--- src/rtl/tcs_defs.svh ---
// Register offsets, field positions, reset values and widths of the timer channel block
`ifndef TCS_DEFS_SVH
`define TCS_DEFS_SVH

`define TCS_OFF_GATE 4'h0
`define TCS_OFF_PSC 4'h1
`define TCS_OFF_MODE_HI 4'h2
`define TCS_OFF_MODE_LO 4'h3
`define TCS_OFF_RELOAD_LO 4'h4
`define TCS_OFF_RELOAD_HI 4'h5
`define TCS_OFF_CAPT_LO 4'h6
`define TCS_OFF_CAPT_HI 4'h7
`define TCS_OFF_CNT_LO 4'h8
`define TCS_OFF_CNT_HI 4'h9
`define TCS_OFF_CTRL 4'ha
`define TCS_OFF_STATUS 4'hb

`define TCS_GATE_BIT 0
`define TCS_PSC0_LSB 0
`define TCS_PSC1_LSB 4
`define TCS_CTRL_START_BIT 0
`define TCS_CTRL_STOP_BIT 1

`define TCS_MASK_GATE 8'h01
`define TCS_MASK_MODE_HI 8'h97
`define TCS_MASK_MODE_LO 8'hcf

`define TCS_RST_GATE 8'h00
`define TCS_RST_PSC 8'h00
`define TCS_RST_MODE_HI 8'h00
`define TCS_RST_MODE_LO 8'h00
`define TCS_RST_RELOAD 16'h0000

`define TCS_PSC_W 15

`endif

--- src/rtl/tcs_pkg.sv ---
// Types shared by the timer channel block
package tcs_pkg;

   typedef logic [15:0] tcs_cnt_t;

   typedef struct packed {
      logic op_clk_sel;
      logic [1:0] rsvd_hi;
      logic count_clk_sel;
      logic rsvd_lo;
      logic [2:0] start_trigger;
   } tcs_mode_hi_s;

   typedef struct packed {
      logic [1:0] input_edge;
      logic [1:0] rsvd;
      logic [2:0] mode;
      logic mode_lsb;
   } tcs_mode_lo_s;

   typedef enum logic [2:0] {
      TCS_MD_INTERVAL = 3'h0,
      TCS_MD_CAPTURE = 3'h2,
      TCS_MD_EVENT = 3'h3,
      TCS_MD_ONECOUNT = 3'h4,
      TCS_MD_CAPONE = 3'h6
   } tcs_mode_e;

   typedef enum logic [1:0] {
      TCS_EDGE_FALL = 2'h0,
      TCS_EDGE_RISE = 2'h1,
      TCS_EDGE_LOW_W = 2'h2,
      TCS_EDGE_HIGH_W = 2'h3
   } tcs_edge_e;

   typedef enum logic [2:0] {
      TCS_ST_IDLE = 3'b001,
      TCS_ST_COUNT = 3'b010,
      TCS_ST_WAIT = 3'b100
   } tcs_state_e;

endpackage : tcs_pkg

--- src/rtl/tcs_prescale_tap.sv ---
// One power-of-two tap of the shared prescaler counter
`timescale 1ns/1ns
module tcs_prescale_tap
(
   input wire logic clk,
   input wire logic rst_n,
   input wire logic run,
   input wire logic [14:0] psc_cnt,
   input wire logic [3:0] sel,
   output logic tick_q
);
   logic [15:0] low_mask;
   logic hit;

   // Low sel bits all ones once every 2^sel cycles; sel 0 hits every cycle
   assign low_mask = (16'h0001 << sel) - 16'h0001;
   assign hit = &(psc_cnt | ~low_mask[14:0]);

   always_ff @(posedge clk or negedge rst_n)
   begin
      if (!rst_n)
         tick_q <= 1'b0;
      else
         tick_q <= run & hit;
   end
endmodule : tcs_prescale_tap

--- src/rtl/tcs_timer.sv ---
// Timer channel 0 with clock gate, prescaler, count clock and mode selection
//
// Summary of operation
// Unit clock runs only while gate bit set
// First prescaled clock is sysclk over 2^field
// Op clock select picks first or second prescaler
// Count clock: operation clock or valid pin edges
// Edge field: fall, rise, or both split
// Mode 000 interval timer, counts down
// Mode 010 capture, counts up
// Mode 011 event counter, counts down
// Mode 100 one-count, counts down
// Mode 110 capture one-count, counts up
// Software selects software start trigger
// Lowest mode bit raises event at start in modes 000 and 010
// Software avoids prohibited mode codes
//
// The address-and-strobe port and the placing of the registers were decided locally.
`timescale 1ns/1ns
`include "tcs_defs.svh"
module tcs_timer
(
   input wire logic clk,
   input wire logic resetn,
   input wire logic [3:0] addr,
   input wire logic [7:0] wdata,
   input wire logic wr,
   input wire logic rd,
   output logic [7:0] rdata_q,
   input wire logic timer_input_pin,
   output logic tmr_event_q,
   output logic tmr_running_q
);
   logic rst_s1_q;
   logic rst_n_q;
   logic [7:0] gate_q;
   logic [7:0] psc_q;
   tcs_pkg::tcs_mode_hi_s mode_hi_q;
   tcs_pkg::tcs_mode_lo_s mode_lo_q;
   tcs_pkg::tcs_cnt_t reload_q;
   tcs_pkg::tcs_cnt_t capt_q;
   tcs_pkg::tcs_cnt_t capt_d;
   tcs_pkg::tcs_cnt_t channel_counter_q;
   tcs_pkg::tcs_cnt_t channel_counter_d;
   tcs_pkg::tcs_state_e state_q;
   tcs_pkg::tcs_state_e state_d;
   logic event_d;
   logic [`TCS_PSC_W-1:0] psc_cnt_q;
   logic pin_s1_q;
   logic pin_s2_q;
   logic pin_s3_q;

   // Reset released through two flops so every flop leaves reset on one edge
   always_ff @(posedge clk or negedge resetn)
   begin
      if (!resetn)
      begin
         rst_s1_q <= 1'b0;
         rst_n_q <= 1'b0;
      end
      else
      begin
         rst_s1_q <= 1'b1;
         rst_n_q <= rst_s1_q;
      end
   end

   // Register decode
   logic wr_gate;
   logic wr_psc;
   logic wr_mode_hi;
   logic wr_mode_lo;
   logic wr_rel_lo;
   logic wr_rel_hi;
   logic sw_start;
   logic sw_stop;
   assign wr_gate = wr && (addr == `TCS_OFF_GATE);
   assign wr_psc = wr && (addr == `TCS_OFF_PSC);
   assign wr_mode_hi = wr && (addr == `TCS_OFF_MODE_HI);
   assign wr_mode_lo = wr && (addr == `TCS_OFF_MODE_LO);
   assign wr_rel_lo = wr && (addr == `TCS_OFF_RELOAD_LO);
   assign wr_rel_hi = wr && (addr == `TCS_OFF_RELOAD_HI);
   assign sw_start = wr && (addr == `TCS_OFF_CTRL) && wdata[`TCS_CTRL_START_BIT];
   assign sw_stop = wr && (addr == `TCS_OFF_CTRL) && wdata[`TCS_CTRL_STOP_BIT];

   always_ff @(posedge clk or negedge rst_n_q)
   begin
      if (!rst_n_q)
      begin
         gate_q <= `TCS_RST_GATE;
         psc_q <= `TCS_RST_PSC;
         mode_hi_q <= `TCS_RST_MODE_HI;
         mode_lo_q <= `TCS_RST_MODE_LO;
         reload_q <= `TCS_RST_RELOAD;
      end
      else
      begin
         if (wr_gate)
            gate_q <= wdata & `TCS_MASK_GATE;
         if (wr_psc)
            psc_q <= wdata;
         if (wr_mode_hi)
            mode_hi_q <= wdata & `TCS_MASK_MODE_HI;
         if (wr_mode_lo)
            mode_lo_q <= wdata & `TCS_MASK_MODE_LO;
         if (wr_rel_lo)
            reload_q[7:0] <= wdata;
         if (wr_rel_hi)
            reload_q[15:8] <= wdata;
      end
   end

   // Unit clock gate: while it is clear the prescaler freezes and the channel changes only on a stop
   logic unit_en;
   assign unit_en = gate_q[`TCS_GATE_BIT];

   always_ff @(posedge clk or negedge rst_n_q)
   begin
      if (!rst_n_q)
         psc_cnt_q <= '0;
      else if (unit_en)
         psc_cnt_q <= psc_cnt_q + 15'h0001;
   end

   logic tick0;
   logic tick1;

   tcs_prescale_tap u_first_prescaler
   (
      .clk(clk),
      .rst_n(rst_n_q),
      .run(unit_en),
      .psc_cnt(psc_cnt_q),
      .sel(psc_q[`TCS_PSC0_LSB +: 4]),
      .tick_q(tick0)
   );

   // Second divider uses the same power-of-two law as the first
   tcs_prescale_tap u_second_prescaler
   (
      .clk(clk),
      .rst_n(rst_n_q),
      .run(unit_en),
      .psc_cnt(psc_cnt_q),
      .sel(psc_q[`TCS_PSC1_LSB +: 4]),
      .tick_q(tick1)
   );

   logic op_tick;
   assign op_tick = mode_hi_q.op_clk_sel ? tick1 : tick0;

   // Pin synchroniser; edges are taken only after the second stage
   always_ff @(posedge clk or negedge rst_n_q)
   begin
      if (!rst_n_q)
      begin
         pin_s1_q <= 1'b0;
         pin_s2_q <= 1'b0;
         pin_s3_q <= 1'b0;
      end
      else
      begin
         pin_s1_q <= timer_input_pin;
         pin_s2_q <= pin_s1_q;
         pin_s3_q <= pin_s2_q;
      end
   end

   logic pin_rise;
   logic pin_fall;
   logic cnt_edge;
   logic start_edge;
   logic cap_edge;
   tcs_pkg::tcs_edge_e edge_sel;
   assign pin_rise = unit_en && pin_s2_q && !pin_s3_q;
   assign pin_fall = unit_en && !pin_s2_q && pin_s3_q;
   assign edge_sel = tcs_pkg::tcs_edge_e'(mode_lo_q.input_edge);
   assign cnt_edge = (edge_sel == tcs_pkg::TCS_EDGE_FALL) ? pin_fall :
                     (edge_sel == tcs_pkg::TCS_EDGE_RISE) ? pin_rise :
                     (pin_rise | pin_fall);
   assign start_edge = (edge_sel == tcs_pkg::TCS_EDGE_LOW_W) ? pin_fall :
                       (edge_sel == tcs_pkg::TCS_EDGE_HIGH_W) ? pin_rise : cnt_edge;
   assign cap_edge = (edge_sel == tcs_pkg::TCS_EDGE_LOW_W) ? pin_rise :
                     (edge_sel == tcs_pkg::TCS_EDGE_HIGH_W) ? pin_fall : cnt_edge;

   logic cnt_tick;
   assign cnt_tick = unit_en && (mode_hi_q.count_clk_sel ? cnt_edge : op_tick);

   // Mode decode
   logic [2:0] md;
   logic md_lsb;
   logic is_interval;
   logic is_capture;
   logic is_event;
   logic is_onecount;
   logic is_capone;
   logic is_down;
   logic mode_ok;
   logic ext_trig;
   logic one_trig;
   logic start_evt;
   assign md = mode_lo_q.mode;
   assign md_lsb = mode_lo_q.mode_lsb;
   assign is_interval = (md == tcs_pkg::TCS_MD_INTERVAL);
   assign is_capture = (md == tcs_pkg::TCS_MD_CAPTURE);
   assign is_event = (md == tcs_pkg::TCS_MD_EVENT);
   assign is_onecount = (md == tcs_pkg::TCS_MD_ONECOUNT);
   assign is_capone = (md == tcs_pkg::TCS_MD_CAPONE);
   assign is_down = is_interval | is_event | is_onecount;
   // Prohibited codes never start from idle; there the channel stays put
   assign mode_ok = is_down | is_capture | is_capone;
   // A non-zero start trigger code lets the pin start edge trigger
   assign ext_trig = (mode_hi_q.start_trigger != 3'h0) && start_edge;
   assign one_trig = sw_start | ext_trig | (is_capone & start_edge);
   assign start_evt = md_lsb && (is_interval | is_capture);

   // Channel sequencing
   always_comb
   begin
      state_d = state_q;
      channel_counter_d = channel_counter_q;
      capt_d = capt_q;
      event_d = 1'b0;
      if (sw_stop)
         state_d = tcs_pkg::TCS_ST_IDLE;
      else if (unit_en)
      begin
         case (state_q)
            tcs_pkg::TCS_ST_IDLE:
            begin
               if (sw_start && mode_ok)
               begin
                  if (is_onecount | is_capone)
                     state_d = tcs_pkg::TCS_ST_WAIT;
                  else
                  begin
                     state_d = tcs_pkg::TCS_ST_COUNT;
                     channel_counter_d = is_capture ? 16'h0000 : reload_q;
                     event_d = start_evt;
                  end
               end
            end
            tcs_pkg::TCS_ST_WAIT:
            begin
               if (one_trig)
               begin
                  state_d = tcs_pkg::TCS_ST_COUNT;
                  channel_counter_d = is_capone ? 16'h0000 : reload_q;
               end
            end
            tcs_pkg::TCS_ST_COUNT:
            begin
               if (is_interval | is_event)
               begin
                  if (cnt_tick)
                  begin
                     if (channel_counter_q == 16'h0000)
                     begin
                        channel_counter_d = reload_q;
                        event_d = 1'b1;
                     end
                     else
                        channel_counter_d = channel_counter_q - 16'h0001;
                  end
               end
               else if (is_capture)
               begin
                  if (cap_edge)
                  begin
                     capt_d = channel_counter_q;
                     channel_counter_d = 16'h0000;
                     event_d = 1'b1;
                  end
                  else if (cnt_tick)
                     channel_counter_d = channel_counter_q + 16'h0001;
               end
               else if (is_onecount)
               begin
                  // Retrigger while counting only when the lowest mode bit is set
                  if (one_trig && md_lsb)
                  begin
                     channel_counter_d = reload_q;
                     event_d = 1'b1;
                  end
                  else if (cnt_tick)
                  begin
                     if (channel_counter_q == 16'h0000)
                     begin
                        event_d = 1'b1;
                        state_d = tcs_pkg::TCS_ST_WAIT;
                     end
                     else
                        channel_counter_d = channel_counter_q - 16'h0001;
                  end
               end
               else if (is_capone)
               begin
                  if (cap_edge)
                  begin
                     capt_d = channel_counter_q;
                     event_d = 1'b1;
                     state_d = tcs_pkg::TCS_ST_WAIT;
                  end
                  else if (cnt_tick)
                     channel_counter_d = channel_counter_q + 16'h0001;
               end
            end
            default:
               state_d = tcs_pkg::TCS_ST_IDLE;
         endcase
      end
   end

   always_ff @(posedge clk or negedge rst_n_q)
   begin
      if (!rst_n_q)
      begin
         state_q <= tcs_pkg::TCS_ST_IDLE;
         channel_counter_q <= 16'h0000;
         capt_q <= 16'h0000;
         tmr_event_q <= 1'b0;
         tmr_running_q <= 1'b0;
      end
      else
      begin
         state_q <= state_d;
         channel_counter_q <= channel_counter_d;
         capt_q <= capt_d;
         tmr_event_q <= event_d;
         tmr_running_q <= (state_d == tcs_pkg::TCS_ST_COUNT);
      end
   end

   // Read selection; unmapped offsets read zero
   logic [7:0] status;
   logic [7:0] rd_mux;
   assign status = {5'h00, ~is_down, state_q == tcs_pkg::TCS_ST_WAIT,
                    state_q == tcs_pkg::TCS_ST_COUNT};
   assign rd_mux = (addr == `TCS_OFF_GATE) ? gate_q :
                   (addr == `TCS_OFF_PSC) ? psc_q :
                   (addr == `TCS_OFF_MODE_HI) ? mode_hi_q :
                   (addr == `TCS_OFF_MODE_LO) ? mode_lo_q :
                   (addr == `TCS_OFF_RELOAD_LO) ? reload_q[7:0] :
                   (addr == `TCS_OFF_RELOAD_HI) ? reload_q[15:8] :
                   (addr == `TCS_OFF_CAPT_LO) ? capt_q[7:0] :
                   (addr == `TCS_OFF_CAPT_HI) ? capt_q[15:8] :
                   (addr == `TCS_OFF_CNT_LO) ? channel_counter_q[7:0] :
                   (addr == `TCS_OFF_CNT_HI) ? channel_counter_q[15:8] :
                   (addr == `TCS_OFF_STATUS) ? status : 8'h00;

   // Counter bytes are read live; software must tolerate a carry between reads
   always_ff @(posedge clk or negedge rst_n_q)
   begin
      if (!rst_n_q)
         rdata_q <= 8'h00;
      else
         rdata_q <= rd ? rd_mux : 8'h00;
   end
endmodule : tcs_timer

--- config.mk ---
export PLATFORM = sky130hd
export DESIGN_NAME = tcs_timer
export DESIGN_NICKNAME = d
export VERILOG_FILES = /design/src/rtl/tcs_pkg.sv /design/src/rtl/tcs_prescale_tap.sv /design/src/rtl/tcs_timer.sv
export VERILOG_INCLUDE_DIRS = /design/src /design/src/rtl
export SDC_FILE = /design/constraint.sdc
export NUM_CORES = 1
export LEC_CHECK = 0
export BUFFER_PORTS_ARGS = -buffer_cell sky130_fd_sc_hd__buf_2
export CORE_UTILIZATION = 25
export CTS_BUF_LIST = sky130_fd_sc_hd__clkbuf_16
export DETAILED_ROUTE_END_ITERATION = 12
export PLACE_DENSITY = 0.5
export SYNTH_ARGS = -nofsm -noshare
export SYNTH_HDL_FRONTEND = slang
export SYNTH_HIERARCHICAL = 1
export SYNTH_SLANG_ARGS = --single-unit
export TNS_END_PERCENT = 5
--- constraint.sdc ---
create_clock -name clk -period 4.15 [get_ports clk]
set_clock_uncertainty 0.05 [all_clocks]
set_input_delay 0.6225 -clock clk [delete_from_list [all_inputs] [get_ports clk]]
set_output_delay 0.6225 -clock clk [all_outputs]
set_load 0.01 [all_outputs]
== Word level (Yosys, flattened, before mapping) ==
Cells that the tools add are included.
Storage, ports and cells
  word-level logic and storage cells: 181
  flip-flop bits (word level): 103
  input bits: 17
Operators by class
  shifts and indexed selects: 2
  add/subtract/negate cells: 5
  mux-type cells: 69
  bitwise logic cells: 19
  eq/ne operators: 31
  reduce and logical (&&, ||, !) cells: 31
Operator list (count)
  $mux 16: 21
  $mux 8: 11
  $pmux 16 s3: 1
  $mux 3: 14
  $not 15->15: 2
  $or 15x15->15: 2
  $reduce_and 15->1: 2
  $shl 1x4->15 const A: 2
  $sub 15x1->15 const B: 2
  $mux 1: 20
  $logic_and 1x1->1: 18
  $add 16x1->16 const B: 1
  $eq 4x3->1 const B: 4
  $eq 4x4->1 const B: 4
  $logic_not 16->1: 1
  $sub 16x1->16 const B: 1
  $add 15x1->15 const B: 1
  $ne 5x4->1 const B: 3
  $eq 3x2->1 const B: 4
  $reduce_and 11->1: 1
  $eq 3x3->1 const B: 3
  $or 1x1->1: 9
  $pmux 3 s3: 1
  $eq 4x2->1 const B: 2
  other kinds (17): 27

== Logic depth before layout (Yosys ltp) ==
  depth after elaboration: 20
  gate-level depth with buffers: 10
  gate-level depth less buffers: 9

== Cells and area by module ==
The synthesis kept the hierarchy.
Modules (own cells, without submodules)
  tcs_timer: area an instance 6526.3 µm², seq. area each 2528.7 µm², cells each 699, times used 1
  tcs_prescale_tap: area an instance 357.8 µm², seq. area each 25.0 µm², cells each 48, times used 2

== Worst setup path before layout ==
No wires, ideal clock.
  path kind: in2reg
  start: input addr[0]
  end: register channel_counter_q[12]
  data required time: 3.974 ns
  cell stages on the path: 9
  setup time: 0.126 ns
  path slack: 1.583 ns
  path buffers: 2
  data arrival time: 2.390 ns
  path through: buf_6 and2b_1 and2_1 a31o_2 buf_6 a21oi_2 a311oi_4 nand2_4 o32a_1
Between the ends
  cells in the longest elaborated chain, start to end: 11
  elaborated cells between the ends (all ways): 19
  classes of those cells: eq/ne: 5; mux: 5; bitwise: 3; reduce/logical: 6
RTL lines
  from (decl): line tcs_timer.sv:25  | input wire logic [3:0] addr,
  $eq 4x4->1 (no source line) *
  $logic_and 1x1->1 *: line tcs_timer.sv:83, tcs_timer.sv:84
  $logic_and 1x1->1: line tcs_timer.sv:83  | assign sw_start = wr && (addr == `TCS_OFF_CTRL) && wdata[`TCS_CTRL_START_BIT];
  $or 1x1->1 (2 in a row): line tcs_timer.sv:214  | assign one_trig = sw_start | ext_trig | (is_capone & start_edge);
  $logic_and 1x1->1: line tcs_timer.sv:280  | if (one_trig && md_lsb)
  $mux 16: line tcs_timer.sv:280
  $mux 16: line tcs_timer.sv:277  | else if (is_onecount)
  $mux 16: line tcs_timer.sv:266  | else if (is_capture)
  $mux 16: line tcs_timer.sv:253  | if (is_interval | is_event)
  $pmux 16 s3: line tcs_timer.sv:228  | case (state_q)
  to (signal assigned): line tcs_timer.sv:327  | channel_counter_q <= channel_counter_d;
  to (decl): line tcs_timer.sv:43  | tcs_pkg::tcs_cnt_t channel_counter_q;
Mark *: on every way between the ends. The rest lies on a longest branch, timed or not.
A chain may end at the register's enable or synchronous reset.

== Worst setup path after layout ==
  start: register channel_counter_q[13]
  end: register channel_counter_q[13]
Between the ends
  cells in the longest elaborated chain, start to end: 8
  elaborated cells between the ends (all ways): 18
  classes of those cells: add/sub: 2; eq/ne: 1; mux: 13; reduce/logical: 2
RTL lines (line)
  $add 16x1->16 / $sub 16x1->16 (equally long branches)
  $mux 16, on equally long branches: tcs_timer.sv:274, tcs_timer.sv:304, tcs_timer.sv:287
  $mux 16, on equally long branches: tcs_timer.sv:298, tcs_timer.sv:285
  $mux 16, on equally long branches: tcs_timer.sv:296, tcs_timer.sv:280
  $mux 16: tcs_timer.sv:277
  $mux 16: tcs_timer.sv:266
  $mux 16: tcs_timer.sv:253
  $pmux 16 s3: tcs_timer.sv:228
Parallel ways exist; a longest one is shown, timed or not. The select of a mux whose other input is x is not followed.

==> Implementation_results.wiki <==
{| class="wikitable"
! Metric !! Value
|-
| # resized after CTS || 0
|-
| Routing usage on met3 || 0.0336
|-
| Part of the Yosys area used for sequential elements || 0.356
|-
| Maximum operating frequency || 0.307 GHz
|-
| Synthesized Nets || 818
|-
| Synth async-reset ratio || 1.00
|-
| Clock-pin slew reported for the worst setup and hold paths after clock tree synthesis || 70 ps
|-
| Routed wire length per instance || 21.1 um
|-
| Worst slew pin tran || 1020 ps
|-
| Post-detailed-routing wire length || 24900 um
|-
| Lkg Pwr || 3.16 nW
|-
| Vertical die dimension || ~170 um
|-
| Root buffer cell || sky130_fd_sc_hd__clkbuf_16
|-
| Row cnt || 61
|-
| Fraction of the cycle the final worst path needs || 0.784
|-
| RSZ-0062 raised after global routing || false
|-
| Final period demand of the worst path || roughly 3300 ps
|-
| Remaining antenna violation count || 0
|-
| Antenna violations before repair || 3
|-
| Sum of overflow across all layers after global routing || 0
|-
| Number of sinks driven by the clock tree || 103
|-
| Endpoint type of the worst setup path || register
|-
| Crit Path Category || reg2reg
|-
| Summed instance area of the synthesized netlist || 0.00724 mm^2
|-
| Data required time at the worst endpoint || between 4000 and 5000 ps
|-
| Count of buffers added by post-CTS timing repair for setup || 0
|-
| Worst Setup Start Kind || register
|-
| Total power divided by cell area || 450 mW/mm^2
|-
| Final-report max-slew violation count || 0
|-
| Mean area per synthesized cell || 9.11 um^2
|-
| Cell Count Post-Placement || 1161
|-
| Worst supply voltage drop on vdd || 220 uV
|-
| Post-synth EDFFs || 0
|-
| Violation count after the first detailed-routing iteration || 682
|-
| Count of TritonRoute iterations in the first routing pass || 7
|-
| Hold Fails Final Rpt || 0
|-
| Fraction of layout instances using a drive strength above 1 || 0.215
|-
| Via count of the first global-routing pass || 6024
|-
| Most instantiated flip-flop cell in the synthesis netlist || sky130_fd_sc_hd__dfrtp_1
|-
| Initial Utilization || 0.257
|-
| Utilization after layout || 0.284
|-
| Number of buffers inserted during clock tree synthesis || 9
|-
| Net total in the final layout || 818
|-
| Total half-perimeter wirelength after legalization and detailed placement || between 15000 and 20000 um
|-
| Die outline width || approximately 170 um
|-
| FF+latch count, synth || 103
|-
| Maximum count of clock buffers along a single path || 2
|-
| DR vias || 6478
|-
| Number of buffers added to fix hold violations after cts || 1
|-
| Met2 Resource Use GR || 0.268
|-
| Max cap viols || 0
|-
| Insertion delay to the later sink of the worst-skew pair || 370 ps
|-
| Top-Level Pins || 27
|-
| Global-route wire length before repair || 38200 um
|-
| Met1 capacity usage during global routing || 0.240
|-
| Run status || finished clean
|-
| Final-report setup violation count || 0
|-
| DR DRC count || 0
|-
| Placeable core area || 0.0282 mm^2
|-
| Summed negative setup slack over all endpoints || 0 ps
|-
| PortBufs || 26
|-
| Clock tree from TritonCTS || yes
|-
| Cell count after synthesis || 795
|-
| Max-Slew Margin vs Limit || 0.320
|-
| Cell Count, Final, Fillers Out || 1179
|-
| Full die area || slightly below 0.03 mm^2
|-
| Count of unique library cells instantiated by Yosys || slightly above 90
|-
| Worst EP arrival || roughly 3500 ps
|-
| Maximum number of pins on one net before global-route repair || 49
|-
| Count of warnings emitted by yosys || 6
|-
| Area growth syn-to-layout || 10.3%
|-
| Overall track demand over capacity in global routing || 0.175
|-
| Kind of path behind the tightest hold check || reg2reg
|-
| Most Crowded Layer GR || met2
|-
| Via/cell ratio || 5.49
|-
| Crit Path Max Fanout || 11
|-
| Total number of H-tree levels || 3
|-
| Final weighted congestion of routability-driven global placement || around 0.98
|}
## cells by family (layout without fill, tap and decap cells)
kind of cell             count (synthesis)  in the layout  share of synthesized area
multiplexers                            68             68                      0.103
AO/OA/AOI/OAI                          228            228                      0.233
other                                    1              2                   0.000518
flip-flops                             103            103                      0.356
XOR/XNOR                                39             39                     0.0472
adder cells (fa/ha/maj)                  6              6                     0.0104
buffers and inverters                   77             82                     0.0506
AND/OR/NAND/NOR                        273            273                      0.199
## state kept, by name, summed over array words and instances, names as in the netlist, 2 cells and up
register,count
mode_hi_q,5
reload_q,16
edge_sel,2
psc_q,8
capt_q,16
rdata_q,8
psc_cnt_q,15
state_q,3
channel_counter_q,16
md,3
## power by group
part / switching, mW / total [mW] / internal (mW)
registers: 0.392 / 1.55 / 1.16
clock network: 0.433 / 0.848 / 0.415
logic: 0.694 / 1.19 / 0.501
## critical path, stage by stage, from the launching register on
cell and delay, ps:
sky130_fd_sc_hd__dfrtp_1 500, sky130_fd_sc_hd__nor4_1 540, sky130_fd_sc_hd__nand4_1 450, sky130_fd_sc_hd__o21bai_1 940, sky130_fd_sc_hd__a22oi_1 250, sky130_fd_sc_hd__a211oi_1 270
sky130_fd_sc_hd__o32a_1 190
## worst paths after layout
check,startpoint,endpoint,slack (ps),cells after the start
setup / recovery,channel_counter_q[13]$_DFFE_PN0P_,channel_counter_q[13]$_DFFE_PN0P_,900,6
hold / removal,rst_s1_q$_DFF_PN0_,rst_n_q$_DFF_PN0_,310,0
setup reg to reg,channel_counter_q[13]$_DFFE_PN0P_,channel_counter_q[13]$_DFFE_PN0P_,900,6
hold reg to reg,rst_s1_q$_DFF_PN0_,rst_n_q$_DFF_PN0_,310,0
max in group asynchronous,rst_n_q$_DFF_PN0_,channel_counter_q[12]$_DFFE_PN0P_,2810,1
min in group asynchronous,rst_n_q$_DFF_PN0_,pin_s1_q$_DFF_PN0_,350,0
## stage by stage
step,cell area (um^2),hold WS (ps),power [mW],worst slack [ps]
finish,7990,306,3.60,896
global route,7990,306,3.81,725
CTS,7990,288,3.62,966
detailed placement,7700,291,2.74,791
global placement,7700,287,2.75,789
floorplan,7240,277,2.35,1020
## metal layers
layer	share of wire	routed length (um)
met1	0.46	11400
met4	0.032	793
met5	0	0
met2	0.45	11300
met3	0.057	1420
## layout make-up
type / count / area, um^2
multi-input combinational: 615 / 4300
sequential: 103 / 2580
inverter: 21 / 78.8
clock buffer: 9 / 225
antenna: 1 / 2.50
tap: 378 / 473
timing repair buffer: 45 / 275
fill: 3026 / 20200
clock inverter: 7 / 57.6
## cells in the final DEF (no fill, tap or decap), drive strengths merged, types with 8 or more instances in the layout
cell type  Yosys  layout
a21oi         46      46
a221oi         9       9
buf           29      44
nand4         13      13
nor2          66      66
and3           8       8
nand2b        10      10
nor4           9       9
a22oi         12      12
mux2i         14      14
xor2          16      16
xnor2         23      23
inv           20      22
o21ai         52      52
nand3         33      33
nor2b          9       9
o211ai        10      10
clkbuf        27       9
a211oi        17      17
mux2          54      54
nor3          17      17
nand2         77      77
dfrtp        102     102
## cell usage after synthesis, types with 4 or more instances
| master | n | area share |
|---|---|---|
| sky130_fd_sc_hd__a22oi_1 | 12 | 0.012 |
| sky130_fd_sc_hd__mux2i_1 | 14 | 0.019 |
| sky130_fd_sc_hd__buf_6 | 7 | 0.011 |
| sky130_fd_sc_hd__a21oi_1 | 39 | 0.027 |
| sky130_fd_sc_hd__mux2_2 | 54 | 0.084 |
| sky130_fd_sc_hd__a21oi_2 | 7 | 0.0085 |
| sky130_fd_sc_hd__o32a_1 | 4 | 0.0055 |
| sky130_fd_sc_hd__o21ai_0 | 47 | 0.032 |
| sky130_fd_sc_hd__nand3_1 | 33 | 0.023 |
| sky130_fd_sc_hd__xor2_1 | 16 | 0.019 |
| sky130_fd_sc_hd__nor3_1 | 13 | 0.0090 |
| sky130_fd_sc_hd__or3_1 | 4 | 0.0035 |
| sky130_fd_sc_hd__a31oi_1 | 6 | 0.0052 |
| sky130_fd_sc_hd__a221oi_1 | 9 | 0.011 |
| sky130_fd_sc_hd__xnor2_1 | 23 | 0.028 |
| sky130_fd_sc_hd__or2_2 | 4 | 0.0035 |
| sky130_fd_sc_hd__a221o_1 | 4 | 0.0055 |
| sky130_fd_sc_hd__nor3_2 | 4 | 0.0055 |
| sky130_fd_sc_hd__o31ai_1 | 4 | 0.0041 |
| sky130_fd_sc_hd__nor2_1 | 63 | 0.033 |
| sky130_fd_sc_hd__nor2b_1 | 8 | 0.0069 |
| sky130_fd_sc_hd__nand4_1 | 13 | 0.011 |
| sky130_fd_sc_hd__ha_1 | 6 | 0.010 |
| sky130_fd_sc_hd__nand2_1 | 70 | 0.036 |
| sky130_fd_sc_hd__nand2b_1 | 7 | 0.0060 |
| sky130_fd_sc_hd__a2bb2oi_1 | 4 | 0.0048 |
| sky130_fd_sc_hd__buf_1 | 4 | 0.0021 |
| sky130_fd_sc_hd__o2111ai_1 | 6 | 0.0073 |
| sky130_fd_sc_hd__and2_1 | 4 | 0.0035 |
| sky130_fd_sc_hd__dfrtp_1 | 102 | 0.35 |
| sky130_fd_sc_hd__nor3b_1 | 5 | 0.0052 |
| sky130_fd_sc_hd__buf_2 | 17 | 0.012 |
| sky130_fd_sc_hd__clkbuf_1 | 27 | 0.014 |
| sky130_fd_sc_hd__o211ai_1 | 10 | 0.010 |
| sky130_fd_sc_hd__a21o_1 | 4 | 0.0041 |
| sky130_fd_sc_hd__nor4_1 | 6 | 0.0052 |
| sky130_fd_sc_hd__o221ai_1 | 4 | 0.0048 |
| sky130_fd_sc_hd__and3_1 | 8 | 0.0069 |
| sky130_fd_sc_hd__a211oi_1 | 17 | 0.018 |
| sky130_fd_sc_hd__o22ai_1 | 5 | 0.0043 |
| sky130_fd_sc_hd__inv_1 | 18 | 0.0093 |
| sky130_fd_sc_hd__nand2_4 | 4 | 0.0062 |
(Power assumes the default switching activity.)
